<file path="src/rtl/kbd_cmd_pkg.sv">
// Package of command codes, result codes, bit positions and timing counts for the decoder.
package kbd_cmd_pkg;
  localparam logic [7:0] CMD_AUX_DISABLE = 8'hA7;
  localparam logic [7:0] CMD_AUX_ENABLE  = 8'hA8;
  localparam logic [7:0] CMD_AUX_CHECK   = 8'hA9;
  localparam logic [7:0] CMD_SELF_TEST   = 8'hAA;
  localparam logic [7:0] CMD_KBD_CHECK   = 8'hAB;
  localparam logic [7:0] CMD_KBD_DISABLE = 8'hAD;
  localparam logic [7:0] CMD_KBD_ENABLE  = 8'hAE;
  localparam logic [7:0] CMD_READ_INPUT  = 8'hC0;

  localparam logic [7:0] CHK_OK          = 8'h00;
  localparam logic [7:0] CHK_CLK_LOW     = 8'h01;
  localparam logic [7:0] CHK_CLK_HIGH    = 8'h02;
  localparam logic [7:0] CHK_DAT_LOW     = 8'h03;
  localparam logic [7:0] CHK_DAT_HIGH    = 8'h04;

  localparam logic [7:0] SELF_TEST_PASS  = 8'h55;
  localparam logic [3:0] ERR_CMD_CHECK   = 4'h1;
  localparam logic [3:0] ERR_INSTR       = 4'h2;
  localparam logic [3:0] ERR_RAM         = 4'h3;
  localparam logic [3:0] ERR_ROM         = 4'h4;
  localparam logic [3:0] ERR_TIMER       = 4'h5;
  localparam logic [3:0] ERR_INIT        = 4'h6;
  localparam logic [3:0] ERR_PASS_DONE   = 4'h8;
  localparam logic [3:0] ERR_NONE        = 4'h0;

  localparam int         KBD_DIS_BIT     = 4;
  localparam int         AUX_DIS_BIT     = 5;
  localparam logic [7:0] CMD_BYTE_RESET  = 8'h00;

  localparam int         CLK_HZ          = 100_000_000;
  localparam int         SETTLE_NS       = 1000;
  localparam int         SETTLE_CYCLES   = (SETTLE_NS * (CLK_HZ / 1_000_000) + 999) / 1000;
  localparam int         SELF_TEST_CYCLES = 16;
endpackage

</file>
<file path="src/rtl/line_check_if.sv">
// Interface carrying a line-check request and its result between decoder and checker.
interface line_check_if;
  logic       start;
  logic       sel_aux;
  logic       busy;
  logic       done;
  logic [7:0] code;
  logic       drive_clk_low;
  logic       drive_dat_low;
  modport ctrl (output start, output sel_aux, input busy, input done, input code);
  modport chk  (input start, input sel_aux, output busy, output done, output code,
                output drive_clk_low, output drive_dat_low);
  modport pins (input drive_clk_low, input drive_dat_low, input sel_aux);
endinterface

</file>
<file path="src/rtl/line_checker.sv">
// Stuck-line checker: pulls each line low, then releases it, and watches the synced level.
module line_checker #(
  parameter int SETTLE = kbd_cmd_pkg::SETTLE_CYCLES
) (
  input  wire logic ref_clk,
  input  wire logic arst_n,
  input  wire logic clk_level,
  input  wire logic dat_level,
  line_check_if.chk lc
);
  typedef enum logic [2:0] {IDLE, CLK_PULL, CLK_REL, DAT_PULL, DAT_REL, DONE} chk_state_t;
  chk_state_t  state;
  chk_state_t  next_state;
  logic [15:0] cnt;
  logic [15:0] next_cnt;
  logic [7:0]  code;
  logic [7:0]  next_code;
  logic        timeout;

  assign timeout = (cnt == 16'(SETTLE - 1));

  // Each phase waits the settle time before sampling, then either fails or moves on.
  always_comb begin
    next_state = state;
    next_cnt   = timeout ? 16'h0000 : cnt + 16'h0001;
    next_code  = code;
    case (state)
      IDLE: begin
        next_cnt = 16'h0000;
        if (lc.start) begin
          next_state = CLK_PULL;
        end
      end
      CLK_PULL: if (timeout) begin
        next_state = clk_level ? DONE : CLK_REL;
        next_code  = kbd_cmd_pkg::CHK_CLK_HIGH;
      end
      CLK_REL: if (timeout) begin
        next_state = clk_level ? DAT_PULL : DONE;
        next_code  = kbd_cmd_pkg::CHK_CLK_LOW;
      end
      DAT_PULL: if (timeout) begin
        next_state = dat_level ? DONE : DAT_REL;
        next_code  = kbd_cmd_pkg::CHK_DAT_HIGH;
      end
      DAT_REL: if (timeout) begin
        next_state = DONE;
        next_code  = dat_level ? kbd_cmd_pkg::CHK_OK : kbd_cmd_pkg::CHK_DAT_LOW;
      end
      DONE:    next_state = IDLE;
      default: next_state = IDLE;
    endcase
  end

  // State registers.
  always_ff @(posedge ref_clk or negedge arst_n) begin
    if (!arst_n) begin
      state <= IDLE;
      cnt   <= 16'h0000;
      code  <= 8'h00;
    end else begin
      state <= next_state;
      cnt   <= next_cnt;
      code  <= next_code;
    end
  end

  assign lc.busy          = (state != IDLE);
  assign lc.done          = (state == DONE);
  assign lc.code          = code;
  assign lc.drive_clk_low = (state == CLK_PULL);
  assign lc.drive_dat_low = (state == DAT_PULL);
endmodule

</file>
<file path="src/rtl/kbd_mouse_cmd_decode.sv">
// Keyboard/mouse controller command decoder with line checks, self-test and input-port read.
module kbd_mouse_cmd_decode #(
  parameter int SETTLE = kbd_cmd_pkg::SETTLE_CYCLES,
  parameter int ST_CYC = kbd_cmd_pkg::SELF_TEST_CYCLES
) (
  input  wire logic       ref_clk,
  input  wire logic       arst_n,
  input  wire logic       cmd_write,
  input  wire logic [7:0] cmd_data,
  input  wire logic       out_read,
  input  wire logic [7:0] input_port,
  input  wire logic       self_test_fault,
  input  wire logic [3:0] self_test_fault_code,
  input  wire logic       kbd_clk_in,
  input  wire logic       kbd_dat_in,
  input  wire logic       aux_clk_in,
  input  wire logic       aux_dat_in,
  output logic            kbd_clk_oe_n,
  output logic            kbd_dat_oe_n,
  output logic            aux_clk_oe_n,
  output logic            aux_dat_oe_n,
  output logic            kbd_clk_out,
  output logic            kbd_dat_out,
  output logic            aux_clk_out,
  output logic            aux_dat_out,
  output logic [7:0]      out_data,
  output logic            output_full_flag,
  output logic [3:0]      status_code,
  output logic [7:0]      command_byte,
  output logic            kbd_enabled,
  output logic            busy
);
  ////////////////////////////////////////////////////////////////////////////////
  // Pin synchronisers: three stages, a level counts once stages two and three agree.
  logic [2:0] s_kc;
  logic [2:0] s_kd;
  logic [2:0] s_ac;
  logic [2:0] s_ad;
  logic [3:0] lvl;
  logic [3:0] next_lvl;

  // Debounced levels update only when the last two stages agree.
  always_comb begin
    next_lvl = lvl;
    if (s_kc[1] == s_kc[2]) next_lvl[0] = s_kc[2];
    if (s_kd[1] == s_kd[2]) next_lvl[1] = s_kd[2];
    if (s_ac[1] == s_ac[2]) next_lvl[2] = s_ac[2];
    if (s_ad[1] == s_ad[2]) next_lvl[3] = s_ad[2];
  end

  // Synchroniser registers; lines idle high.
  always_ff @(posedge ref_clk or negedge arst_n) begin
    if (!arst_n) begin
      s_kc <= 3'h7;
      s_kd <= 3'h7;
      s_ac <= 3'h7;
      s_ad <= 3'h7;
      lvl  <= 4'hF;
    end else begin
      s_kc <= {s_kc[1:0], kbd_clk_in};
      s_kd <= {s_kd[1:0], kbd_dat_in};
      s_ac <= {s_ac[1:0], aux_clk_in};
      s_ad <= {s_ad[1:0], aux_dat_in};
      lvl  <= next_lvl;
    end
  end

  ////////////////////////////////////////////////////////////////////////////////
  // Line checker shared by both interfaces.
  line_check_if lc ();
  logic chk_clk;
  logic chk_dat;

  assign chk_clk = lc.sel_aux ? lvl[2] : lvl[0];
  assign chk_dat = lc.sel_aux ? lvl[3] : lvl[1];

  line_checker #(.SETTLE(SETTLE)) u_chk (
    .ref_clk   (ref_clk),
    .arst_n    (arst_n),
    .clk_level (chk_clk),
    .dat_level (chk_dat),
    .lc        (lc.chk)
  );

  ////////////////////////////////////////////////////////////////////////////////
  // Command sequencer.
  typedef enum logic [1:0] {IDLE, CHECK, SELF_TEST} seq_state_t;
  seq_state_t  state;
  seq_state_t  next_state;
  logic [7:0]  cmd_reg;
  logic [7:0]  next_cmd_reg;
  logic [7:0]  out_reg;
  logic [7:0]  next_out_reg;
  logic        full;
  logic        next_full;
  logic [3:0]  st_code;
  logic [3:0]  next_st_code;
  logic        st_done;
  logic        next_st_done;
  logic        sel_aux;
  logic        next_sel_aux;
  logic        chk_start;
  logic        next_chk_start;
  logic [15:0] st_cnt;
  logic [15:0] next_st_cnt;
  logic        load;

  // Decode a command on its write strobe only while idle; results other than a self-test fault load the output register.
  always_comb begin
    next_state     = state;
    next_cmd_reg   = cmd_reg;
    next_out_reg   = out_reg;
    next_st_code   = st_code;
    next_st_done   = st_done;
    next_sel_aux   = sel_aux;
    next_chk_start = 1'b0;
    next_st_cnt    = st_cnt;
    load           = 1'b0;
    case (state)
      IDLE: begin
        if (cmd_write) begin
          case (cmd_data)
            kbd_cmd_pkg::CMD_AUX_DISABLE: next_cmd_reg[kbd_cmd_pkg::AUX_DIS_BIT] = 1'b1;
            kbd_cmd_pkg::CMD_AUX_ENABLE:  next_cmd_reg[kbd_cmd_pkg::AUX_DIS_BIT] = 1'b0;
            kbd_cmd_pkg::CMD_KBD_DISABLE: next_cmd_reg[kbd_cmd_pkg::KBD_DIS_BIT] = 1'b1;
            kbd_cmd_pkg::CMD_KBD_ENABLE:  next_cmd_reg[kbd_cmd_pkg::KBD_DIS_BIT] = 1'b0;
            kbd_cmd_pkg::CMD_AUX_CHECK, kbd_cmd_pkg::CMD_KBD_CHECK: begin
              next_sel_aux   = (cmd_data == kbd_cmd_pkg::CMD_AUX_CHECK);
              next_chk_start = 1'b1;
              next_state     = CHECK;
            end
            kbd_cmd_pkg::CMD_SELF_TEST: begin
              next_st_cnt  = 16'h0000;
              next_st_done = 1'b0;
              next_st_code = kbd_cmd_pkg::ERR_NONE;
              next_state   = SELF_TEST;
            end
            kbd_cmd_pkg::CMD_READ_INPUT: begin
              next_out_reg = input_port;
              load         = 1'b1;
            end
            default: ;
          endcase
        end
      end
      CHECK: begin
        if (lc.done) begin
          next_out_reg = lc.code;
          load         = 1'b1;
          next_state   = IDLE;
        end
      end
      SELF_TEST: begin
        next_st_cnt = st_cnt + 16'h0001;
        if (st_cnt == 16'(ST_CYC - 1)) begin
          next_st_done = 1'b1;
          next_state   = IDLE;
          if (self_test_fault) begin
            next_st_code = self_test_fault_code;
          end else begin
            next_st_code = kbd_cmd_pkg::ERR_PASS_DONE;
            next_out_reg = kbd_cmd_pkg::SELF_TEST_PASS;
            load         = 1'b1;
          end
        end
      end
      default: next_state = IDLE;
    endcase
    // A load in the same cycle as a read keeps the flag set.
    next_full = load ? 1'b1 : (out_read ? 1'b0 : full);
  end

  // Sequencer registers.
  always_ff @(posedge ref_clk or negedge arst_n) begin
    if (!arst_n) begin
      state     <= IDLE;
      cmd_reg   <= kbd_cmd_pkg::CMD_BYTE_RESET;
      out_reg   <= 8'h00;
      full      <= 1'b0;
      st_code   <= kbd_cmd_pkg::ERR_NONE;
      st_done   <= 1'b0;
      sel_aux   <= 1'b0;
      chk_start <= 1'b0;
      st_cnt    <= 16'h0000;
    end else begin
      state     <= next_state;
      cmd_reg   <= next_cmd_reg;
      out_reg   <= next_out_reg;
      full      <= next_full;
      st_code   <= next_st_code;
      st_done   <= next_st_done;
      sel_aux   <= next_sel_aux;
      chk_start <= next_chk_start;
      st_cnt    <= next_st_cnt;
    end
  end

  assign lc.start   = chk_start;
  assign lc.sel_aux = sel_aux;

  ////////////////////////////////////////////////////////////////////////////////
  // Pin drive: outputs always low, enable (active low) pulls the open-drain line.
  assign kbd_clk_out  = 1'b0;
  assign kbd_dat_out  = 1'b0;
  assign aux_clk_out  = 1'b0;
  assign aux_dat_out  = 1'b0;
  assign kbd_clk_oe_n = ~((lc.drive_clk_low & ~sel_aux) | cmd_reg[kbd_cmd_pkg::KBD_DIS_BIT]);
  assign kbd_dat_oe_n = ~(lc.drive_dat_low & ~sel_aux);
  assign aux_clk_oe_n = ~((lc.drive_clk_low & sel_aux)
                        | (cmd_reg[kbd_cmd_pkg::AUX_DIS_BIT] & ~lc.busy));
  assign aux_dat_oe_n = ~(lc.drive_dat_low & sel_aux);

  // Status outputs.
  assign out_data         = out_reg;
  assign output_full_flag = full | st_done;
  assign status_code      = st_code;
  assign command_byte     = cmd_reg;
  assign kbd_enabled      = ~cmd_reg[kbd_cmd_pkg::KBD_DIS_BIT];
  assign busy             = (state != IDLE);
endmodule

</file>
<file path="config.mk">
export PLATFORM = sky130hd
export DESIGN_NAME = kbd_mouse_cmd_decode
export DESIGN_NICKNAME = d
export VERILOG_FILES = /design/src/rtl/kbd_cmd_pkg.sv /design/src/rtl/line_check_if.sv /design/src/rtl/line_checker.sv /design/src/rtl/kbd_mouse_cmd_decode.sv
export SDC_FILE = /design/constraint.sdc
export NUM_CORES = 1
export LEC_CHECK = 0
export ABC_AREA = 1
export BUFFER_PORTS_ARGS = -buffer_cell sky130_fd_sc_hd__buf_2
export CORE_MARGIN = 2
export CORE_UTILIZATION = 25
export DETAILED_ROUTE_END_ITERATION = 10
export MAX_ROUTING_LAYER = met4
export PLACE_DENSITY = 0.46
export SLEW_MARGIN = 10
export SYNTH_ARGS = -nofsm -noshare
export SYNTH_HDL_FRONTEND = slang
export SYNTH_SLANG_ARGS = --single-unit
</file>
<file path="constraint.sdc">
create_clock -name ref_clk -period 2.05 [get_ports ref_clk]
set_input_delay 0.41 -clock ref_clk [delete_from_list [all_inputs] [get_ports ref_clk]]
set_output_delay 0.41 -clock ref_clk [all_outputs]
set_load 0.02 [all_outputs]
</file>
==> results.md, run 1 <==
- Clock Skew: 4.80 ps
- Worst slew margin: 62.4%
- Layout cell share with drive strength beyond 1: 19.5%
- Tightest Pin Transition: 563 ps
- YS warnings: 0
- Max VDD drop: 405 µV
- Pin count of the biggest net entering global routing: 43
- TritonRoute pass-1 iters: 4
- Routability cong.: 0.863
- Placed cell area: 0.00463 mm²
- Clock Pin Slew Worst Setup and Hold Paths: 60 ps
- Top FF cell, synth: dfrtp_1
- Vias in the first global route: 3479
- Clock Power Share: 33.6%
- FF+latch count, synth: 74
- Unrepaired setup endpoints after global routing: false
- Final Max Tran Viols: 0
- Die span in y: 133 µm
- Cts hold-fix bufs: 0
- Area leader, netlist: dfrtp_1
- Sw frac: 36.9%
- First-pass GRT wire length: 16700 µm
- Sequential Power Share: 38.3%
- Io pins: 60
- Initial antenna violation count: 0
- Chip Width: 133 µm
- Worst setup SP type: flip-flop
- Antenna diodes: 0
- Psw: 1720 µW
- Worst Hold Class: input pin to asynchronous set/reset pin
- Final non-filler cell area: 0.00497 mm²
- Unique masters post-synth: 40
- CTS buffer count: 9
- Gate power share: 28.1%
- DRT antenna net count: 0
- Crit. End Element: primary output
- Final min period: 1940 ps
- Root buf cell: clkbuf_16
- Count of input and output buffers: 49
- Max clock buf depth: 2
- WP data required: 1640 ps
- Arrival time worst endpoint: 1530 ps
- Lkg Pwr: 0.00241 µW
- Synth area leaders: dfrtp_1, nand2_1, dfstp_2
- Final period utilization: 94.5%
- Setup tns final: 0 ps
- Via total after detailed routing: 3559
- # rows: 47
- Final Hold Violating Endpoints: 0
- Core area: 0.0164 mm²
- Mapped cell area: 0.00415 mm²
- Status: complete, no violations
- First-iteration detailed-routing DRC count: 207
- Post-synth EDFFs: 0
- GRT Total Usage: 12.2%
- Maximum fanout along the worst path: 7
- Max Cap Viol: 0
- PD cells: 936 mW/mm²
- Area delta synth->final: 19.8%
- WL per Instance: 11.9 µm
- Layout net count: 641
- Most frequent cells in the layout: nand2_1, inv_1, nor2_1, dfrtp_1, nand3_1
- Worst setup path class: flip-flop to primary output
- Seq/Total Area, Yosys: 45.1%
- Syn Area/Cell: 7.60 µm²
- Total wire length: 9850 µm
- Worst-Skew Late Latency: 350 ps
- Vias per inst: 4.28
- CTS Sinks: 74
- Post-Syn Instances: 546
- CTS tree: done
- Die area: 0.0176 mm²
- Total grt overflow: 0
- Initial Util: 25.3%
- FMAX: 0.516 GHz
- Final number of setup-violating endpoints: 0
- Synth async-reset ratio: 100%
- Top-area cell type share of the netlist area: 35.0%
- Post-route DRC: 0
- Internal: 2930 µW
- H-tree depth: 3
- Most common cell after layout, fill and taps aside: nand2_1
- Hpwl dp: 7330 µm
==> Yosys cell counts (6+ instances only) <==
library cell / number
nand2_1: 161
nor2_1: 65
inv_1: 64
dfrtp_1: 58
nand3_1: 50
nand4_1: 19
dfstp_2: 16
o21ai_0: 16
buf_4: 11
nor3_1: 11
xor2_1: 8
ha_1: 6
==> power groups by stage <==
stage          clock network (µW)  registers (µW)  logic, µW
2_1_floorplan                   0            1860        847
3_3_place_gp                    0            1800       1270
3_5_place_dp                    0            1810       1290
4_1_cts                      1640            1780       1300
5_1_grt                      1690            1810       1490
6_report                     1560            1780       1310
==> sequential cells by signal (all words and copies together), names as in the netlist, 2 cells and up <==
name	cells
command_byte	2
lvl	4
out_data	8
s_ac	3
s_ad	3
s_kc	3
s_kd	3
st_cnt	16
state	2
status_code	4
u_chk.cnt	16
u_chk.lc.code	3
u_chk.state	3
==> worst max-delay path, stage by stage, from the launching register on <==
cell and delay, ps:
dfrtp_2 460, nor2_2 160, inv_1 80, nor2_1 190, a21oi_1 110, buf_2 170
==> routing by layer <==
layer	track usage, %	up-vias	wire length, µm
met5	-	-	0
met4	5.97	0	181
met3	2.22	11	321
met1	16.4	1618	5100
met2	17.7	72	4250
li1	-	1858	-
==> repair_timing <==
| action | in CTS | in global routing |
|---|---|---|
| gates resized for setup | 0 | 5 |
| endpoints found under the setup margin | 0 | 30 |
| setup buffers | 0 | 3 |
==> worst paths after layout <==
kind / start / to / slack [ps] / depth (start not counted)
setup / recovery: u_chk.state[2]$_DFFE_PN0P_ / kbd_clk_oe_n / 110 / 5
hold / removal: arst_n / u_chk.cnt[9]$_DFF_PN0_ / 60 / 1
setup reg to reg: state[0]$_DFFE_PN0P_ / st_cnt[8]$_DFFE_PN0P_ / 250 / 10
hold reg to reg: s_ad[0]$_DFF_PN1_ / s_ad[1]$_DFF_PN1_ / 360 / 0
max in group asynchronous: arst_n / st_cnt[12]$_DFFE_PN0P_ / 1400 / 2
min in group ref_clk: kbd_clk_in / s_kc[0]$_DFF_PN1_ / 160 / 1
==> area by class of cell <==
type / count / area [µm²]
fillers: 1784 / 11400
multi-input cells: 396 / 1940
flip-flops and latches: 74 / 1870
repair buffers: 57 / 333
well taps: 220 / 275
inverters: 68 / 258
clock buffers: 9 / 225
clock inverters: 7 / 66.3
==> kinds of logic after synthesis <==
family	share of synthesized area (%)
flip-flops	45.1
buffers and inverters	9.11
XOR/XNOR	1.69
adder cells (fa/ha/maj)	2.77
AO/OA/AOI/OAI	6.15
other	0.0904
AND/OR/NAND/NOR	35.1
==> through the flow <==
stage          setup slack (ps)  hold slack (ps)  instances  utilization (%)  power [µW]
6_report                    114             61.2        831             30.3        4650
5_1_grt                    11.5             90.7        831             30.3        4990
4_1_cts                    29.6             63.2        828             30.0        4710
3_5_place_dp               61.3              347        812             28.2        3100
3_3_place_gp                175              346        812             28.2        3080
2_1_floorplan               385              114        555                -        2700
(Power assumes the default switching activity.)
==> run 2: changes to the inputs <==
--- a/config.mk
+++ b/config.mk
@@ -6,7 +6,7 @@
 export NUM_CORES = 1
 export LEC_CHECK = 0
 export ABC_AREA = 1
-export BUFFER_PORTS_ARGS = -buffer_cell sky130_fd_sc_hd__buf_2
+export BUFFER_PORTS_ARGS = -buffer_cell sky130_fd_sc_hd__buf_4
 export CORE_MARGIN = 2
 export CORE_UTILIZATION = 25
 export DETAILED_ROUTE_END_ITERATION = 10
@@ -16,3 +16,4 @@
 export SYNTH_ARGS = -nofsm -noshare
 export SYNTH_HDL_FRONTEND = slang
 export SYNTH_SLANG_ARGS = --single-unit
+export TNS_END_PERCENT = 30
==> run 2 against run 1 <==
Sequential share of layout area shrank 1.1 points. Total power up 3.6%. Largest cell class unchanged. Final area is 2.8% higher.
==> results.md, run 2 (same netlist as run 1, synthesis figures left out) <==
- Initial Util: 25.3% (unchanged)
- Routability cong.: 0.886 (+2.7%)
- Die span in y: 133 µm (unchanged)
- H-tree depth: 3 (unchanged)
- Worst setup SP type: flip-flop
- CTS buffer count: 9 (unchanged)
- Fill count: 1760 (-1.3%)
- GRT Total Usage: 12.2% (about the same)
- WL per Instance: 11.8 µm (-0.59%)
- Sw frac: 35.4% (-1.5 points)
- Initial antenna violation count: 0 (unchanged)
- Pin count of the biggest net entering global routing: 34 (-21%)
- Clock Skew: 10.0 ps (+5.23 ps)
- Max Cap Viol: 0 (unchanged)
- Antenna diodes: 0 (unchanged)
- PnR Total Power: 4820 µW (+3.6%)
- Vias per inst: 4.38 (+2.4%)
- Total wire length: 9820 µm (-0.36%)
- Maximum fanout along the worst path: 7 (unchanged)
- Root buf cell: clkbuf_16
- Worst hold path startpoint: aux_clk_in
- Final Max Tran Viols: 0 (unchanged)
- Sequential Power Share: 37.2% (-1.1 points)
- Final period utilization: 92.2% (-2.3 points)
- Count of input and output buffers: 49 (unchanged)
- TritonRoute pass-1 iters: 4 (unchanged)
- Clock Power Share: 34.3% (+0.7 points)
- PD cells: 943 mW/mm² (+0.77%)
- Most common cell after layout, fill and taps aside: nand2_1
- Worst setup path class: flip-flop to primary output
- Final number of setup-violating endpoints: 0 (unchanged)
- Gate power share: 28.4% (+0.3 points)
- First-iteration detailed-routing DRC count: 229 (+11%)
- Chip Width: 133 µm (unchanged)
- Max clock buf depth: 2 (unchanged)
- Arrival time worst endpoint: 1480 ps (-50 ps)
- Seq. cell area: 0.00187 mm² (about the same)
- Unrepaired setup endpoints after global routing: false
- Area delta synth->final: 23.1%
- FMAX: 0.529 GHz (+2.5%)
- Lkg Pwr: 0.00246 µW (+2.0%)
- WP data required: 1640 ps (about the same)
- Clock Pin Slew Worst Setup and Hold Paths: 60 ps (about the same)
- Worst hold path depth: 1
- Worst Hold Class: input pin to flip-flop
- WHS Endpoint: s_ac[0]$_DFF_PN1_
- Reg2reg end: out_data[7]$_DFFE_PN0P_
- Reg2reg setup slack: 210 ps (-40 ps)
- Placed cell area: 0.00476 mm² (+2.8%)
- Final non-filler cell area: 0.00511 mm² (+2.8%)
- # rows: 47 (unchanged)
- Reg2reg start: state[1]$_DFFE_PN0P_
- Via total after detailed routing: 3652 (+2.6%)
- Setup tns final: 0 ps (unchanged)
- Final min period: 1890 ps (-47.1 ps)
- Worst Slack Setup Final: 161 ps (+47.1 ps)
- Status: complete, no violations
- Multi-input logic area: 0.00194 mm² (+0.13%)
- Vias in the first global route: 3476 (-0.086%)
- CTS Sinks: 74 (unchanged)
- Post-route DRC: 0 (unchanged)
- Crit. End Element: primary output
- Hpwl dp: 7360 µm (+0.34%)
- Final Hold Violating Endpoints: 0 (unchanged)
- Die area: 0.0176 mm² (unchanged)
- Layout net count: 643 (+0.31%)
- Hold Slack: 169 ps (+108 ps)
- Internal: 3110 µW (+6.1%)
- First-pass GRT wire length: 16900 µm (+1.5%)
- Pre-CTS setup slack: 97.2 ps (+35.9 ps)
- Layout cell share with drive strength beyond 1: 19.6% (+0.10 points)
- Most frequent cells in the layout: nand2_1, inv_1, nor2_1, dfrtp_1, buf_4
- Total grt overflow: 0 (unchanged)
- R2R cell count: 9 (-1)
- Psw: 1700 µW (-0.66%)
- Worst-Skew Late Latency: 340 ps (about the same)
- CTS tree: done
- Max VDD drop: 409 µV (+1.2%)
- Core area: 0.0164 mm² (unchanged)
- Io pins: 60 (unchanged)
- DRT antenna net count: 0 (unchanged)
==> run 2: changes by cell type in the layout (fill, tap and decap cells not counted), sizes merged <==
cell	delta
bufinv	+1
dlygate4sd3	+1
clkinv	-1
buf	+1
==> run 2: what timing repair did <==
action,CTS,global route
hold endpoints to repair,2,0
gates resized for setup,0,5
hold buffers,1,0
endpoints found under the setup margin,0,28
buffers inserted,0,3
==> run 2: metrics by stage <==
step / std cells / util [%]
after floorplan: 555 / -
after global placement: 813 / 29.0
after global routing: 833 / 31.1
after CTS: 830 / 30.9
final: 833 / 31.1
after detailed placement: 813 / 29.0
==> run 2: worst max-delay path by stage <==
stage	cells past startpoint	slack (ps)	startpoint	endpoint
2_1_floorplan	11	380	state[0]$_DFFE_PN0P_	st_cnt[13]$_DFFE_PN0P_
3_3_place_gp	9	190	state[0]$_DFFE_PN0P_	out_data[0]$_DFFE_PN0P_
3_5_place_dp	10	100	state[0]$_DFFE_PN0P_	st_cnt[10]$_DFFE_PN0P_
4_1_cts	5	40	u_chk.state[2]$_DFFE_PN0P_	kbd_clk_oe_n
5_1_grt	5	40	u_chk.state[2]$_DFFE_PN0P_	kbd_clk_oe_n
6_report	5	160	u_chk.state[2]$_DFFE_PN0P_	kbd_clk_oe_n
==> run 2: worst max-delay path: stages, from the launching register on <==
cell and delay, ps:
dfrtp_1 480, nor2_2 180, inv_1 90, nor2_2 130
a21oi_1 90, buf_4 160
==> run 2: routing by layer <==
layer / share of wire (%) / track usage, %
met5: 0 / -
met4: 1.7 / 4.48
met3: 5.6 / 3.07
met2: 43 / 17.5
met1: 49 / 16.6
==> run 2: layout make-up <==
class | instances | share of cell area, %
Timing Repair Buffer | 59 | 8.96
Multi-Input combinational cell | 396 | 38.0
Tap cell | 220 | 5.39
Clock buffer | 9 | 4.41
Inverter | 68 | 5.05
Sequential cell | 74 | 36.6
Clock inverter | 7 | 1.57
==> run 2: power groups by stage <==
stage,registers [µW],logic [µW],clock network (µW)
floorplan,1860,847,0
global placement,1810,1350,0
detailed placement,1820,1360,0
CTS,1790,1370,1710
global route,1820,1550,1770
finish,1790,1370,1650
==> run 3: changes to the inputs <==
--- a/config.mk
+++ b/config.mk
@@ -11,7 +11,7 @@
 export CORE_UTILIZATION = 25
 export DETAILED_ROUTE_END_ITERATION = 10
 export MAX_ROUTING_LAYER = met4
-export PLACE_DENSITY = 0.46
+export PLACE_DENSITY_LB_ADDON = 0.1
 export SLEW_MARGIN = 10
 export SYNTH_ARGS = -nofsm -noshare
 export SYNTH_HDL_FRONTEND = slang
==> run 3 against run 2 <==
Total power shrank 1.7%. Sequential share of layout area up 0.21 points. Fmax decreased by 2.7%. Final area fell by 0.56%. Flip-flop and latch count unchanged.
==> results.md, run 3 (same netlist as run 1, synthesis figures left out) <==
- Setup tns final: 0 ps (unchanged)
- Die span in y: 133 µm (unchanged)
- Final number of setup-violating endpoints: 0 (unchanged)
- Max Cap Viol: 0 (unchanged)
- Maximum fanout along the worst path: 7 (unchanged)
- Clock Pin Slew Worst Setup and Hold Paths: 60 ps (about the same)
- Layout cell share with drive strength beyond 1: 19.3% (-0.26 points)
- # rows: 47 (unchanged)
- Most common cell after layout, fill and taps aside: nand2_1
- WL per Instance: 12.2 µm (+3.3%)
- Max clock buf depth: 2 (unchanged)
- GRT Total Usage: 12.8% (+0.61 points)
- Antenna diodes: 0 (unchanged)
- Fill count: 1768 (+0.45%)
- Hold Slack: 16.3 ps (-153 ps)
- TritonRoute pass-1 iters: 4 (unchanged)
- Final Max Tran Viols: 0 (unchanged)
- Vias per inst: 4.31 (-1.7%)
- Crit. End Element: primary output
- Root buf cell: clkbuf_16
- Vias in the first global route: 3574 (+2.8%)
- Total wire length: 10100 µm (+3.0%)
- Clock Skew: 6.72 ps (-3.31 ps)
- WP data required: 1640 ps (about the same)
- Initial Util: 25.3% (unchanged)
- DRT antenna net count: 0 (unchanged)
- Lkg Pwr: 0.00244 µW (-0.58%)
- Die area: 0.0176 mm² (unchanged)
- FMAX: 0.515 GHz (-2.7%)
- PnR Total Power: 4730 µW (-1.7%)
- Max VDD drop: 366 µV (-10%)
- Finished Layout Cells: 831 (-0.24%)
- Total grt overflow: 0 (unchanged)
- Final period utilization: 94.7% (+2.5 points)
- Post-route DRC: 0 (unchanged)
- Placed Cells: 813 (unchanged)
- H-tree depth: 3 (unchanged)
- Io pins: 60 (unchanged)
- Core area: 0.0164 mm² (unchanged)
- Worst setup path class: flip-flop to primary output
- Layout net count: 641 (-0.31%)
- CTS Sinks: 74 (unchanged)
- Initial antenna violation count: 0 (unchanged)
- Worst setup SP type: flip-flop
- Worst-Skew Late Latency: 350 ps (about the same)
- Final Hold Violating Endpoints: 0 (unchanged)
- Via total after detailed routing: 3580 (-2.0%)
- Cts hold-fix bufs: 0 (-1)
- Most frequent cells in the layout: nand2_1, inv_1, nor2_1, dfrtp_1, buf_4
- Hpwl dp: 7470 µm (+1.6%)
- PD cells: 932 mW/mm² (-1.2%)
- Chip Width: 133 µm (unchanged)
- Area delta synth->final: 22.4%
- First-iteration detailed-routing DRC count: 207 (-9.6%)
- CTS tree: done
- Pin count of the biggest net entering global routing: 35 (+2.9%)
- Final min period: 1940 ps (+52.1 ps)
- Routability cong.: 0.842 (-5.0%)
- CTS buffer count: 9 (unchanged)
- Worst Hold Class: input pin to asynchronous set/reset pin
- Count of input and output buffers: 49 (unchanged)
- Reg2reg setup slack: 230 ps (+20 ps)
- Arrival time worst endpoint: 1530 ps (+50 ps)
- First-pass GRT wire length: 17600 µm (+4.0%)
- Status: complete, no violations
-- run 3: path summary, 6_finish.rpt --
path,startpoint,endpoint,cells past startpoint
worst max-delay path,u_chk.state[2]$_DFFE_PN0P_,kbd_clk_oe_n,5
worst min-delay path,arst_n,u_chk.cnt[13]$_DFF_PN0_,1
worst max register to register,state[1]$_DFFE_PN0P_,out_data[6]$_DFFE_PN0P_,9
worst min register to register,s_kc[0]$_DFF_PN1_,s_kc[1]$_DFF_PN1_,0
max in group asynchronous,arst_n,lvl[2]$_DFFE_PN1N_,2
min in group ref_clk,aux_dat_in,s_ad[0]$_DFF_PN1_,1
-- run 3: repair_timing --
action                                  4_1_cts  5_1_grt
endpoints found under the setup margin        0       25
resized for setup                             0        4
setup buffers                                 0        2
-- run 3: per-stage QoR --
step | setup WS, ps | util (%) | area, µm²
6_report | 109 | 31.0 | 5080
5_1_grt | -13.7 | 31.0 | 5080
4_1_cts | 36.5 | 30.8 | 5060
3_5_place_dp | 84.9 | 29.0 | 4760
3_3_place_gp | 150 | 29.0 | 4760
2_1_floorplan | 385 | - | 4180
-- run 3: metal layers --
metal | part of all wire, % | track usage (%) | up-vias
met2 | 43 | 18.3 | 71
li1 | - | - | 1859
met1 | 52 | 17.6 | 1637
met4 | 1.9 | 5.79 | 0
met5 | 0 | - | -
met3 | 3.5 | 2.41 | 13
-- run 3: worst max-delay path, cell delays in order, from the launching register on --
cell     delay, ps
dfrtp_1        490
nor2_2         190
inv_1           70
nor2_1         180
a21oi_1        100
buf_4          160
-- run 3: final cells by class --
class	instances	area [µm²]	share of cell area (%)
multi-input combinational	396	1940	38.2
timing repair buffer	57	440	8.67
sequential	74	1870	36.8
inverter	68	258	5.07
clock inverter	6	46.3	0.911
clock buffer	10	250	4.93
tap	220	275	5.42
-- run 3: power breakdown --
part / internal, µW / switching (µW)
clock network: 905 / 684
logic: 491 / 867
registers: 1650 / 140
total: 3040 / 1690
